<file path="config.mk">
export PLATFORM = sky130hd
export DESIGN_NAME = imbu_top
export DESIGN_NICKNAME = d
export VERILOG_FILES = /design/src/rtl/imbu_pkg.sv /design/src/rtl/imbu_fifo_if.sv /design/src/rtl/imbu_fifo.sv /design/src/rtl/imbu_top.sv
export SDC_FILE = /design/constraint.sdc
export NUM_CORES = 1
export LEC_CHECK = 0
export ABC_AREA = 1
export CORE_ASPECT_RATIO = 1.25
export CORE_MARGIN = 2
export CORE_UTILIZATION = 45
export CTS_BUF_LIST = sky130_fd_sc_hd__clkbuf_8
export DETAILED_ROUTE_END_ITERATION = 16
export DONT_BUFFER_PORTS = 1
export SLEW_MARGIN = 20
export SYNTH_ARGS = -nofsm -noshare
export SYNTH_HDL_FRONTEND = slang
export SYNTH_HIERARCHICAL = 1
export SYNTH_SLANG_ARGS = --single-unit
</file>
<file path="constraint.sdc">
create_clock -name clk -period 42.4 [get_ports clk]
set_input_delay 4.24 -clock clk [delete_from_list [all_inputs] [get_ports clk]]
set_output_delay 4.24 -clock clk [all_outputs]
set_load 0.01 [all_outputs]
</file>
<file path="src/rtl/imbu_pkg.sv">
package imbu_pkg;
    localparam int N_VME = 7;
    localparam int N_MBX = 8;
    localparam int N_LOC = 23;
    localparam int N_SRC = 42;
    localparam int SRC_ACF = 0;
    localparam int SRC_SYF = 1;
    localparam int SRC_VME = 2;
    localparam int SRC_MBX = 9;
    localparam int SRC_BC0 = 17;
    localparam int SRC_BC1 = 18;
    localparam int SRC_LOC = 19;
    localparam int BC_TARGETS = 20;
    localparam int FIFO_DEPTH = 8;
    localparam int MSG_W = 8;
    localparam int SLOT_W = 5;
    localparam int ST_W = 3;
    localparam int ST_OVF0 = 0;
    localparam int ST_OVF1 = 1;
    localparam int ST_SPUR = 2;
    typedef logic [7:0] imbu_addr_t;
    typedef logic [7:0] imbu_data_t;
    localparam imbu_addr_t A_BASE = 8'h00;
    localparam imbu_addr_t A_STAT = 8'h01;
    localparam imbu_addr_t A_MASK = 8'h02;
    localparam imbu_addr_t A_MBX = 8'h03;
    localparam imbu_addr_t A_BC0 = 8'h04;
    localparam imbu_addr_t A_BC1 = 8'h05;
    localparam imbu_addr_t A_BCST = 8'h06;
    localparam imbu_addr_t A_SLOT = 8'h07;
    localparam imbu_addr_t A_LVL = 8'h40;
    localparam imbu_data_t RST_BASE = 8'h40;
    localparam imbu_data_t SPUR_VEC = 8'h18;
    localparam logic [2:0] RST_LVL = 3'h0;
    localparam logic [ST_W-1:0] RST_MASK = 3'h0;
endpackage

</file>
<file path="src/rtl/imbu_fifo_if.sv">
`timescale 1ns/1ps
`default_nettype none
interface imbu_fifo_if #(parameter int W = 8);
    logic push;
    logic pop;
    logic full;
    logic empty;
    logic [W-1:0] wdata;
    logic [W-1:0] rdata;
    modport store(input push, input pop, input wdata,
        output full, output empty, output rdata);
    modport user(output push, output pop, output wdata,
        input full, input empty, input rdata);
endinterface
`default_nettype wire

</file>
<file path="src/rtl/imbu_fifo.sv">
`timescale 1ns/1ps
`default_nettype none
module imbu_fifo #(
    parameter int W = imbu_pkg::MSG_W, // Entry width.
    parameter int D = imbu_pkg::FIFO_DEPTH // Entry count.
) (
    input wire logic clk, // Board clock.
    input wire logic rst_b, // Asynchronous reset, active low.
    imbu_fifo_if.store f // Push and pop side.
);
    import imbu_pkg::*;
    localparam int AW = (D > 1) ? $clog2(D) : 1;
    localparam int CW = $clog2(D + 1);
    typedef struct packed {
        logic [D-1:0][W-1:0] mem;
        logic [AW-1:0] wp;
        logic [AW-1:0] rp;
        logic [CW-1:0] cnt;
    } imbu_fifo_st_t;
    imbu_fifo_st_t s;
    imbu_fifo_st_t next_s;
    logic do_push;
    logic do_pop;

    assign f.full = (s.cnt == CW'(D));
    assign f.empty = (s.cnt == '0);
    assign f.rdata = s.mem[s.rp];
    assign do_push = f.push && !f.full;
    assign do_pop = f.pop && !f.empty;

    always_comb begin
        next_s = s;
        if (do_push) begin
            next_s.mem[s.wp] = f.wdata;
            next_s.wp = (s.wp == AW'(D - 1)) ? '0 : s.wp + 1'b1;
        end
        if (do_pop) begin
            next_s.rp = (s.rp == AW'(D - 1)) ? '0 : s.rp + 1'b1;
        end
        if (do_push && !do_pop) begin
            next_s.cnt = s.cnt + 1'b1;
        end else if (do_pop && !do_push) begin
            next_s.cnt = s.cnt - 1'b1;
        end
    end

    always_ff @(posedge clk or negedge rst_b) begin
        if (!rst_b) begin
            s <= '0;
        end else begin
            s <= next_s;
        end
    end
endmodule
`default_nettype wire

</file>
<file path="src/rtl/imbu_top.sv">
`timescale 1ns/1ps
`default_nettype none
// Summary of operation
// [RULE1] Eight mailboxes; a write to one raises a local interrupt request.
// [RULE2] Each mailbox has its own level and returns its own vector.
// [RULE3] Locked read-modify-write on a mailbox is indivisible; clears wait.
// [RULE4] Sender writes once; the target field selects among 20 boards.
// [RULE5] Targeted boards accept in the same cycle and request an interrupt.
// [RULE6] Broadcast channel zero queues 8-bit messages eight deep.
// [RULE7] Broadcast channel one holds a single 8-bit message.
// [RULE8] Local, internal and seven bus requests merge into one request.
// [RULE9] Every source has its own programmable level, 1 to 7.
// [RULE10] Acknowledge yields own vector or a local or bus vector fetch.
// [RULE11] Power-fail and system-fail are sources too; 42 sources in all.
// [RULE12] Own vectors are base vector plus a fixed per-source increment.
// [RULE13] Equal levels resolve by fixed order; lowest source index wins.
module imbu_top #(
    parameter int FIFO_D = imbu_pkg::FIFO_DEPTH // Channel zero depth.
) (
    input wire logic clk, // Board clock, 100 MHz.
    input wire logic rst_b, // Asynchronous reset, active low.
    input wire imbu_pkg::imbu_addr_t reg_addr, // Register address.
    input wire imbu_pkg::imbu_data_t reg_wdata, // Register write data.
    input wire logic reg_wr, // Register write strobe.
    input wire logic reg_rd, // Register read strobe.
    output imbu_pkg::imbu_data_t reg_rdata, // Read data, next cycle.
    input wire logic vme_mbx_wr, // Bus write to a mailbox.
    input wire logic vme_mbx_rd, // Bus read of a mailbox.
    input wire logic vme_lock, // Bus read-modify-write in progress.
    input wire logic [2:0] vme_mbx_idx, // Mailbox number.
    output logic [7:0] vme_mbx_rdata, // Mailbox flag read back.
    input wire logic bc_wr, // Broadcast write seen on the bus.
    input wire logic bc_chan, // Broadcast channel.
    input wire logic [19:0] bc_target, // Targeted board field.
    input wire logic [7:0] bc_data, // Broadcast message.
    input wire logic [4:0] slot_id_pin, // Board slot strap.
    input wire logic [6:0] vme_irq_b, // Bus request lines 1..7.
    input wire logic acfail_b, // Bus power-fail, active low.
    input wire logic sysfail_b, // Bus system-fail, active low.
    input wire logic [imbu_pkg::N_LOC-1:0] loc_irq, // Local requests.
    input wire logic cpu_iack, // Processor acknowledge pulse.
    input wire logic [2:0] cpu_iack_lvl, // Level acknowledged.
    output logic [2:0] cpu_ipl, // Highest pending level.
    output logic vec_valid, // Own vector ready.
    output logic [7:0] vec, // Own vector.
    output logic fetch_local, // Fetch vector from local device.
    output logic [4:0] fetch_local_idx, // Which local device.
    output logic fetch_vme, // Fetch vector across the bus.
    output logic [2:0] fetch_vme_lvl, // Bus request line to acknowledge.
    output logic irq // Unmasked status event pending.
);
    import imbu_pkg::*;
    localparam int SYW = SLOT_W + N_LOC + N_VME + 2;
    localparam int SY_SLOT = N_LOC + N_VME + 2;
    localparam int SY_LOC = N_VME + 2;
    localparam logic [SYW-1:0] SY_RST = SYW'(9'h1ff);

    typedef struct packed {
        logic [1:0][SYW-1:0] sy;
        logic [N_MBX-1:0] mbx;
        logic [N_MBX-1:0] mbx_clr;
        logic [N_SRC-1:0][2:0] lvl;
        imbu_data_t base;
        logic [ST_W-1:0] stat;
        logic [ST_W-1:0] mask;
        imbu_data_t rdata;
        logic [7:0] mbx_rdata;
        logic bc1_full;
        logic [MSG_W-1:0] bc1;
        logic [2:0] ipl;
        logic vec_valid;
        logic [7:0] vec;
        logic fetch_local;
        logic [4:0] fetch_local_idx;
        logic fetch_vme;
        logic [2:0] fetch_vme_lvl;
    } imbu_st_t;

    imbu_st_t s;
    imbu_st_t next_s;
    logic [N_SRC-1:0] pend;
    logic [2:0] top_lvl;
    logic [5:0] win;
    logic win_ok;
    logic [SLOT_W-1:0] slot;
    logic hit;
    logic [N_MBX-1:0] mbx_set;
    logic [N_MBX-1:0] clr_now;
    logic [N_MBX-1:0] clr_all;
    logic [ST_W-1:0] set_st;
    logic [5:0] lvl_idx;
    logic lvl_hit;
    logic bc1_rd;
    logic [N_SRC-1:0] at_lvl;

    imbu_fifo_if #(.W(MSG_W)) bq ();

    imbu_fifo #(.W(MSG_W), .D(FIFO_D)) u_bc0 (
        .clk(clk),
        .rst_b(rst_b),
        .f(bq.store)
    );

    assign slot = s.sy[1][SY_SLOT +: SLOT_W];
    // A board whose slot lies outside the target field is never addressed.
    assign hit = bc_wr && (slot < SLOT_W'(BC_TARGETS)) && bc_target[slot]; // RULE4
    assign bq.push = hit && !bc_chan; // RULE5
    assign bq.wdata = bc_data; // RULE6
    assign bq.pop = reg_rd && (reg_addr == A_BC0) && !bq.empty;
    assign bc1_rd = reg_rd && (reg_addr == A_BC1);
    assign lvl_idx = 6'(reg_addr - A_LVL);
    assign lvl_hit = (reg_addr >= A_LVL) && (reg_addr < A_LVL + 8'(N_SRC));

    // Pending sources that sit at the level being acknowledged.
    for (genvar g = 0; g < N_SRC; g++) begin : g_at
        assign at_lvl[g] = pend[g] && (s.lvl[g] == cpu_iack_lvl);
    end

    // Pending sources and the level presented to the processor.
    always_comb begin
        pend = '0;
        pend[SRC_ACF] = !s.sy[1][0]; // RULE11
        pend[SRC_SYF] = !s.sy[1][1]; // RULE11
        pend[SRC_VME +: N_VME] = ~s.sy[1][2 +: N_VME]; // RULE8
        pend[SRC_MBX +: N_MBX] = s.mbx; // RULE1
        pend[SRC_BC0] = !bq.empty; // RULE5
        pend[SRC_BC1] = s.bc1_full; // RULE5
        pend[SRC_LOC +: N_LOC] = s.sy[1][SY_LOC +: N_LOC]; // RULE8
        top_lvl = '0;
        win = '0;
        win_ok = 1'b0;
        // Walking downward leaves the lowest index as winner.
        for (int i = N_SRC - 1; i >= 0; i--) begin
            if (pend[i] && (s.lvl[i] > top_lvl)) begin
                top_lvl = s.lvl[i]; // RULE9
            end
            if (pend[i] && (cpu_iack_lvl != 3'h0)
                && (s.lvl[i] == cpu_iack_lvl)) begin
                win = 6'(i); // RULE13
                win_ok = 1'b1;
            end
        end
    end

    always_comb begin
        next_s = s;
        set_st = '0;
        clr_now = '0;
        mbx_set = '0;
        clr_all = '0;
        next_s.sy[0] = {slot_id_pin, loc_irq, vme_irq_b, sysfail_b, acfail_b};
        next_s.sy[1] = s.sy[0];
        next_s.vec_valid = 1'b0;
        next_s.fetch_local = 1'b0;
        next_s.fetch_vme = 1'b0;
        next_s.ipl = top_lvl; // RULE8
        if (reg_wr) begin
            if (reg_addr == A_BASE) begin
                next_s.base = reg_wdata; // RULE12
            end else if (reg_addr == A_STAT) begin
                next_s.stat = s.stat & ~reg_wdata[ST_W-1:0];
            end else if (reg_addr == A_MASK) begin
                next_s.mask = reg_wdata[ST_W-1:0];
            end else if (reg_addr == A_MBX) begin
                clr_now = reg_wdata;
            end else if (lvl_hit) begin
                next_s.lvl[lvl_idx] = reg_wdata[2:0]; // RULE9
            end
        end
        next_s.rdata = '0;
        if (reg_rd) begin
            if (reg_addr == A_BASE) begin
                next_s.rdata = s.base;
            end else if (reg_addr == A_STAT) begin
                next_s.rdata = 8'(s.stat);
            end else if (reg_addr == A_MASK) begin
                next_s.rdata = 8'(s.mask);
            end else if (reg_addr == A_MBX) begin
                next_s.rdata = s.mbx;
            end else if (reg_addr == A_BC0) begin
                next_s.rdata = bq.empty ? 8'h00 : bq.rdata; // RULE6
            end else if (reg_addr == A_BC1) begin
                next_s.rdata = s.bc1; // RULE7
                next_s.bc1_full = 1'b0;
            end else if (reg_addr == A_BCST) begin
                next_s.rdata = {5'h00, s.bc1_full, bq.full, bq.empty};
            end else if (reg_addr == A_SLOT) begin
                next_s.rdata = 8'(slot);
            end else if (lvl_hit) begin
                next_s.rdata = 8'(s.lvl[lvl_idx]);
            end
        end
        if (cpu_iack) begin
            if (!win_ok) begin
                set_st[ST_SPUR] = 1'b1;
                next_s.vec_valid = 1'b1;
                next_s.vec = SPUR_VEC;
            end else if ((win >= 6'(SRC_VME)) && (win < 6'(SRC_MBX))) begin
                next_s.fetch_vme = 1'b1; // RULE10
                next_s.fetch_vme_lvl = 3'(win - 6'(SRC_VME - 1));
            end else if (win >= 6'(SRC_LOC)) begin
                next_s.fetch_local = 1'b1; // RULE10
                next_s.fetch_local_idx = 5'(win - 6'(SRC_LOC));
            end else begin
                next_s.vec_valid = 1'b1;
                next_s.vec = s.base + 8'(win); // RULE12
                if ((win >= 6'(SRC_MBX)) && (win < 6'(SRC_BC0))) begin
                    clr_now[3'(win - 6'(SRC_MBX))] = 1'b1; // RULE2
                end
            end
        end
        if (hit && !bc_chan && bq.full) begin
            set_st[ST_OVF0] = 1'b1;
        end
        if (hit && bc_chan) begin
            // The newest message replaces an unread one.
            if (s.bc1_full && !bc1_rd) begin
                set_st[ST_OVF1] = 1'b1;
            end
            next_s.bc1 = bc_data; // RULE7
            next_s.bc1_full = 1'b1; // RULE5
        end
        if (vme_mbx_wr) begin
            mbx_set[vme_mbx_idx] = 1'b1; // RULE1
        end
        if (vme_mbx_rd) begin
            next_s.mbx_rdata = {7'h00, s.mbx[vme_mbx_idx]}; // RULE3
        end
        // Local clears are held back while a locked cycle is in flight.
        clr_all = s.mbx_clr | clr_now;
        if (vme_lock) begin
            next_s.mbx_clr = clr_all & ~mbx_set; // RULE3
        end else begin
            next_s.mbx = s.mbx & ~clr_all;
            next_s.mbx_clr = '0;
        end
        next_s.mbx = next_s.mbx | mbx_set; // RULE1
        next_s.stat = next_s.stat | set_st;
    end

    always_ff @(posedge clk or negedge rst_b) begin
        if (!rst_b) begin
            s <= '0;
            s.sy <= {SY_RST, SY_RST};
            s.base <= RST_BASE;
            s.mask <= RST_MASK;
            s.lvl <= {N_SRC{RST_LVL}};
        end else begin
            s <= next_s;
        end
    end

    assign reg_rdata = s.rdata;
    assign vme_mbx_rdata = s.mbx_rdata;
    assign cpu_ipl = s.ipl;
    assign vec_valid = s.vec_valid;
    assign vec = s.vec;
    assign fetch_local = s.fetch_local;
    assign fetch_local_idx = s.fetch_local_idx;
    assign fetch_vme = s.fetch_vme;
    assign fetch_vme_lvl = s.fetch_vme_lvl;
    assign irq = |(s.stat & s.mask);
endmodule
`default_nettype wire

</file>
==> results by group <==
Global routing
  • Largest net degree at the start of global routing: 345
  • Initial antenna violation count: 2
  • Vias in the first global route: 20200
  • Remaining global-route overflow: 0
  • All-layer global routing usage: 0.273
  • First-pass GRT wire length: 109000 um

Place
  • # port buffers: 0
  • Placed Instances: 3460
  • Routability cong.: 0.956
  • Dpl hpwl: 48000 um

Run status
  • Failing checks: max-slew violations
  • Outcome: complete, but fails checks

CTS
  • Num Clock Sinks: 344
  • Num CTS Buffers: 59
  • Hold buffers post-CTS: 0
  • H-tree depth: 2
  • Worst-Skew Late Latency: 680 ps
  • Max clock buf depth: 3
  • CTS clk-pin slew, worst paths: 70 ps
  • Clock root cell: clkbuf_8
  • CTS tree: yes

Die
  • DIE HEIGHT: 251 um
  • Row count: 90
  • Io pins: 136
  • Placeable Area: 48200 um^2
  • Full die area: 50400 um^2
  • Starting Density: 0.454
  • Die W: 201 um

STA
  • Fmax: 0.0249 GHz
  • Setup Viol. Count Final: 0
  • TNS Setup: 0 ps
  • Measured slew at the worst slew-check pin: 1520 ps
  • Setup Skew: 31.9 ps
  • Fin crit share: 0.947
  • Final Hold Vio Count: 0
  • Rel. slew slack: -0.0107
  • Fin crit period: 40170 ps
  • Slew Viols, Final: 22

Finish
  • Layout Cells excl Fill: 3579
  • Fin nets: 3048
  • Share of cells above drive strength 1: 0.118
  • Fillers: 4780
  • Most frequent cells in the layout: nand2_1 (697), inv_1 (393), dfrtp_1 (324), o21ai_0 (269), nor2_1 (186)
  • Area delta synth->final: 9.45%
  • Most common cell after layout, fill and taps aside: nand2_1

Synthesis
  • Synth cell types: 56
  • Yosys top cell area share: 0.372
  • EDFF count, synth: 0
  • Mean post-synth cell area: 7.46 um^2
  • Synth area leaders: dfrtp_1 (37%), nand2_1 (12%), o21ai_0 (6.7%)
  • Leading area contributor after synthesis: dfrtp_1
  • Ys async rst share: 1.00
  • Seq cells post-synth: 344
  • Post-Syn Area: 21900 um^2
  • Ys flop type: dfrtp_1
  • Post-Synthesis Cells: 2932
  • Register area share after synthesis: 0.395
  • Ys Warns: 6

Worst setup path
  • Element type at the critical path end: register
  • Critical path class: reg2reg
  • CP dominant cell by count: nand2_2
  • Worst-path fanout max: 5
  • CP top delay family: compound AO/OA/AOI/OAI gates
  • Slowest CP cell: dfrtp_1
  • CP arrival: 40760 ps
  • Crit path required time: 42990 ps
  • WP buf/inv: 33
  • CP max stage delay: 400 ps
  • Worst Setup Start Kind: register

Job
  • Max cap viols: 0

Drt
  • First-pass DRT Iterations: 6
  • Post-route ant nets: 0
  • Vias/cell: 5.73
  • DR WL/cell: 19.7 um
  • DRT Wirelength: 70300 um
  • Via count: 20500
  • Initial DRC Count: 1787
  • Residual DRC: 0

Worst hold path
  • Worst min path class: reg2reg
through the flow:
step / cell area (um^2) / worst slack [ps] / utilization / hold slack (ps)
after global placement: 22100 / 3090 / 0.459 / 335
after CTS: 23400 / 920 / 0.486 / 347
final: 23900 / 2230 / 0.497 / 344
after detailed placement: 22100 / 1030 / 0.459 / 336
after floorplan: 21900 / 4440 / - / 331
after global routing: 23900 / -472 / 0.497 / 351
state kept, by name, indices dropped and copies added, names as in the netlist:
signal           count
fetch_vme_lvl        3
fetch_local          1
next_s              37
vec_valid            1
fetch_vme            1
reg_rdata            8
pend                32
cpu_ipl              3
vec                  8
u_bc0/s             74
fetch_local_idx      5
s                  170
vme_mbx_rdata        1
layer usage:
metal  global-route usage  vias to the layer above  routed length (um)
met5                    0                        -                  10
met4                0.152                        2                3840
met3               0.0507                      240                5130
met2                0.464                      802               33700
met1                0.327                     9799               27700
li1                     -                     9661                   -
synth_stat cells, types with 3 or more instances:
master     count
a2111oi_0      4
a211oi_1       8
a21boi_0       5
a21oi_1       95
a221oi_1       5
a22oi_1       13
a31oi_1        6
buf_1         16
buf_2         21
buf_4         39
clkbuf_1      49
clkbuf_2       8
dfrtp_1      325
dfstp_2       19
ha_1          63
inv_1        383
inv_2          7
mux2_2         5
mux2i_1        3
nand2_1      708
nand2_2       72
nand3_1      103
nand3_2       27
nand4_1       69
nor2_1       189
nor2_4         6
nor3_1        24
nor4_1        39
o2111ai_1     11
o211ai_1      11
o21a_1        55
o21ai_0      294
o21bai_1      42
o221ai_1      18
o22ai_1       84
o31ai_1        5
o32ai_1       19
or2_2         12
xnor2_1       15
xor2_1        33
cell type report:
type | count | area, um^2 | share of cell area
Multi-Input combinational cell | 2067 | 11600 | 0.483
Inverter | 393 | 1480 | 0.0617
Timing Repair Buffer | 21 | 158 | 0.00658
Sequential cell | 344 | 8630 | 0.361
Clock buffer | 77 | 1060 | 0.0443
Clock inverter | 32 | 251 | 0.0105
Tap cell | 644 | 806 | 0.0337
Antenna cell | 1 | 2.50 | 0.000105
path summary, 6_finish.rpt:
path                                  start          end  slack, ps  cells after the start
worst max register to register       s[186]   cpu_ipl[1]       2230                    277
max in group asynchronous             rst_b  next_s[270]      37900                      0
min in group asynchronous             rst_b  next_s[263]       3270                      0
worst max-delay path                 s[186]   cpu_ipl[1]       2230                    277
worst min register to register  next_s[253]     pend[23]        340                      0
worst min-delay path            next_s[253]     pend[23]        340                      0
cell families after synthesis:
| group | share of synthesized area |
|---|---|
| buf+inv | 0.0992 |
| compound gates | 0.188 |
| other cells | 0.000171 |
| simple gates | 0.257 |
| mux | 0.00395 |
| fa+ha+maj | 0.0379 |
| xor+xnor | 0.0192 |
| flops | 0.395 |
worst reg2reg max path: cells and delay by family, from the launching register on:
| family | cells | cell delay, ps |
|---|---|---|
| buf+inv | 33 | 2290 |
| flops | 1 | 400 |
| simple gates | 124 | 12280 |
| fa+ha+maj | 41 | 11170 |
| compound gates | 79 | 13970 |
what timing repair did:
| action | 4_1_cts | 5_1_grt |
|---|---|---|
| hold endpoints to repair | 0 | 0 |
| buffers inserted | 0 | 9 |
| gates resized for setup | 0 | 94 |
| setup endpoints to repair | 0 | 3 |
Power is left out: the tool's default activity adds up to more than one toggle a clock period on the data nets, which glitch-free logic cannot reach.
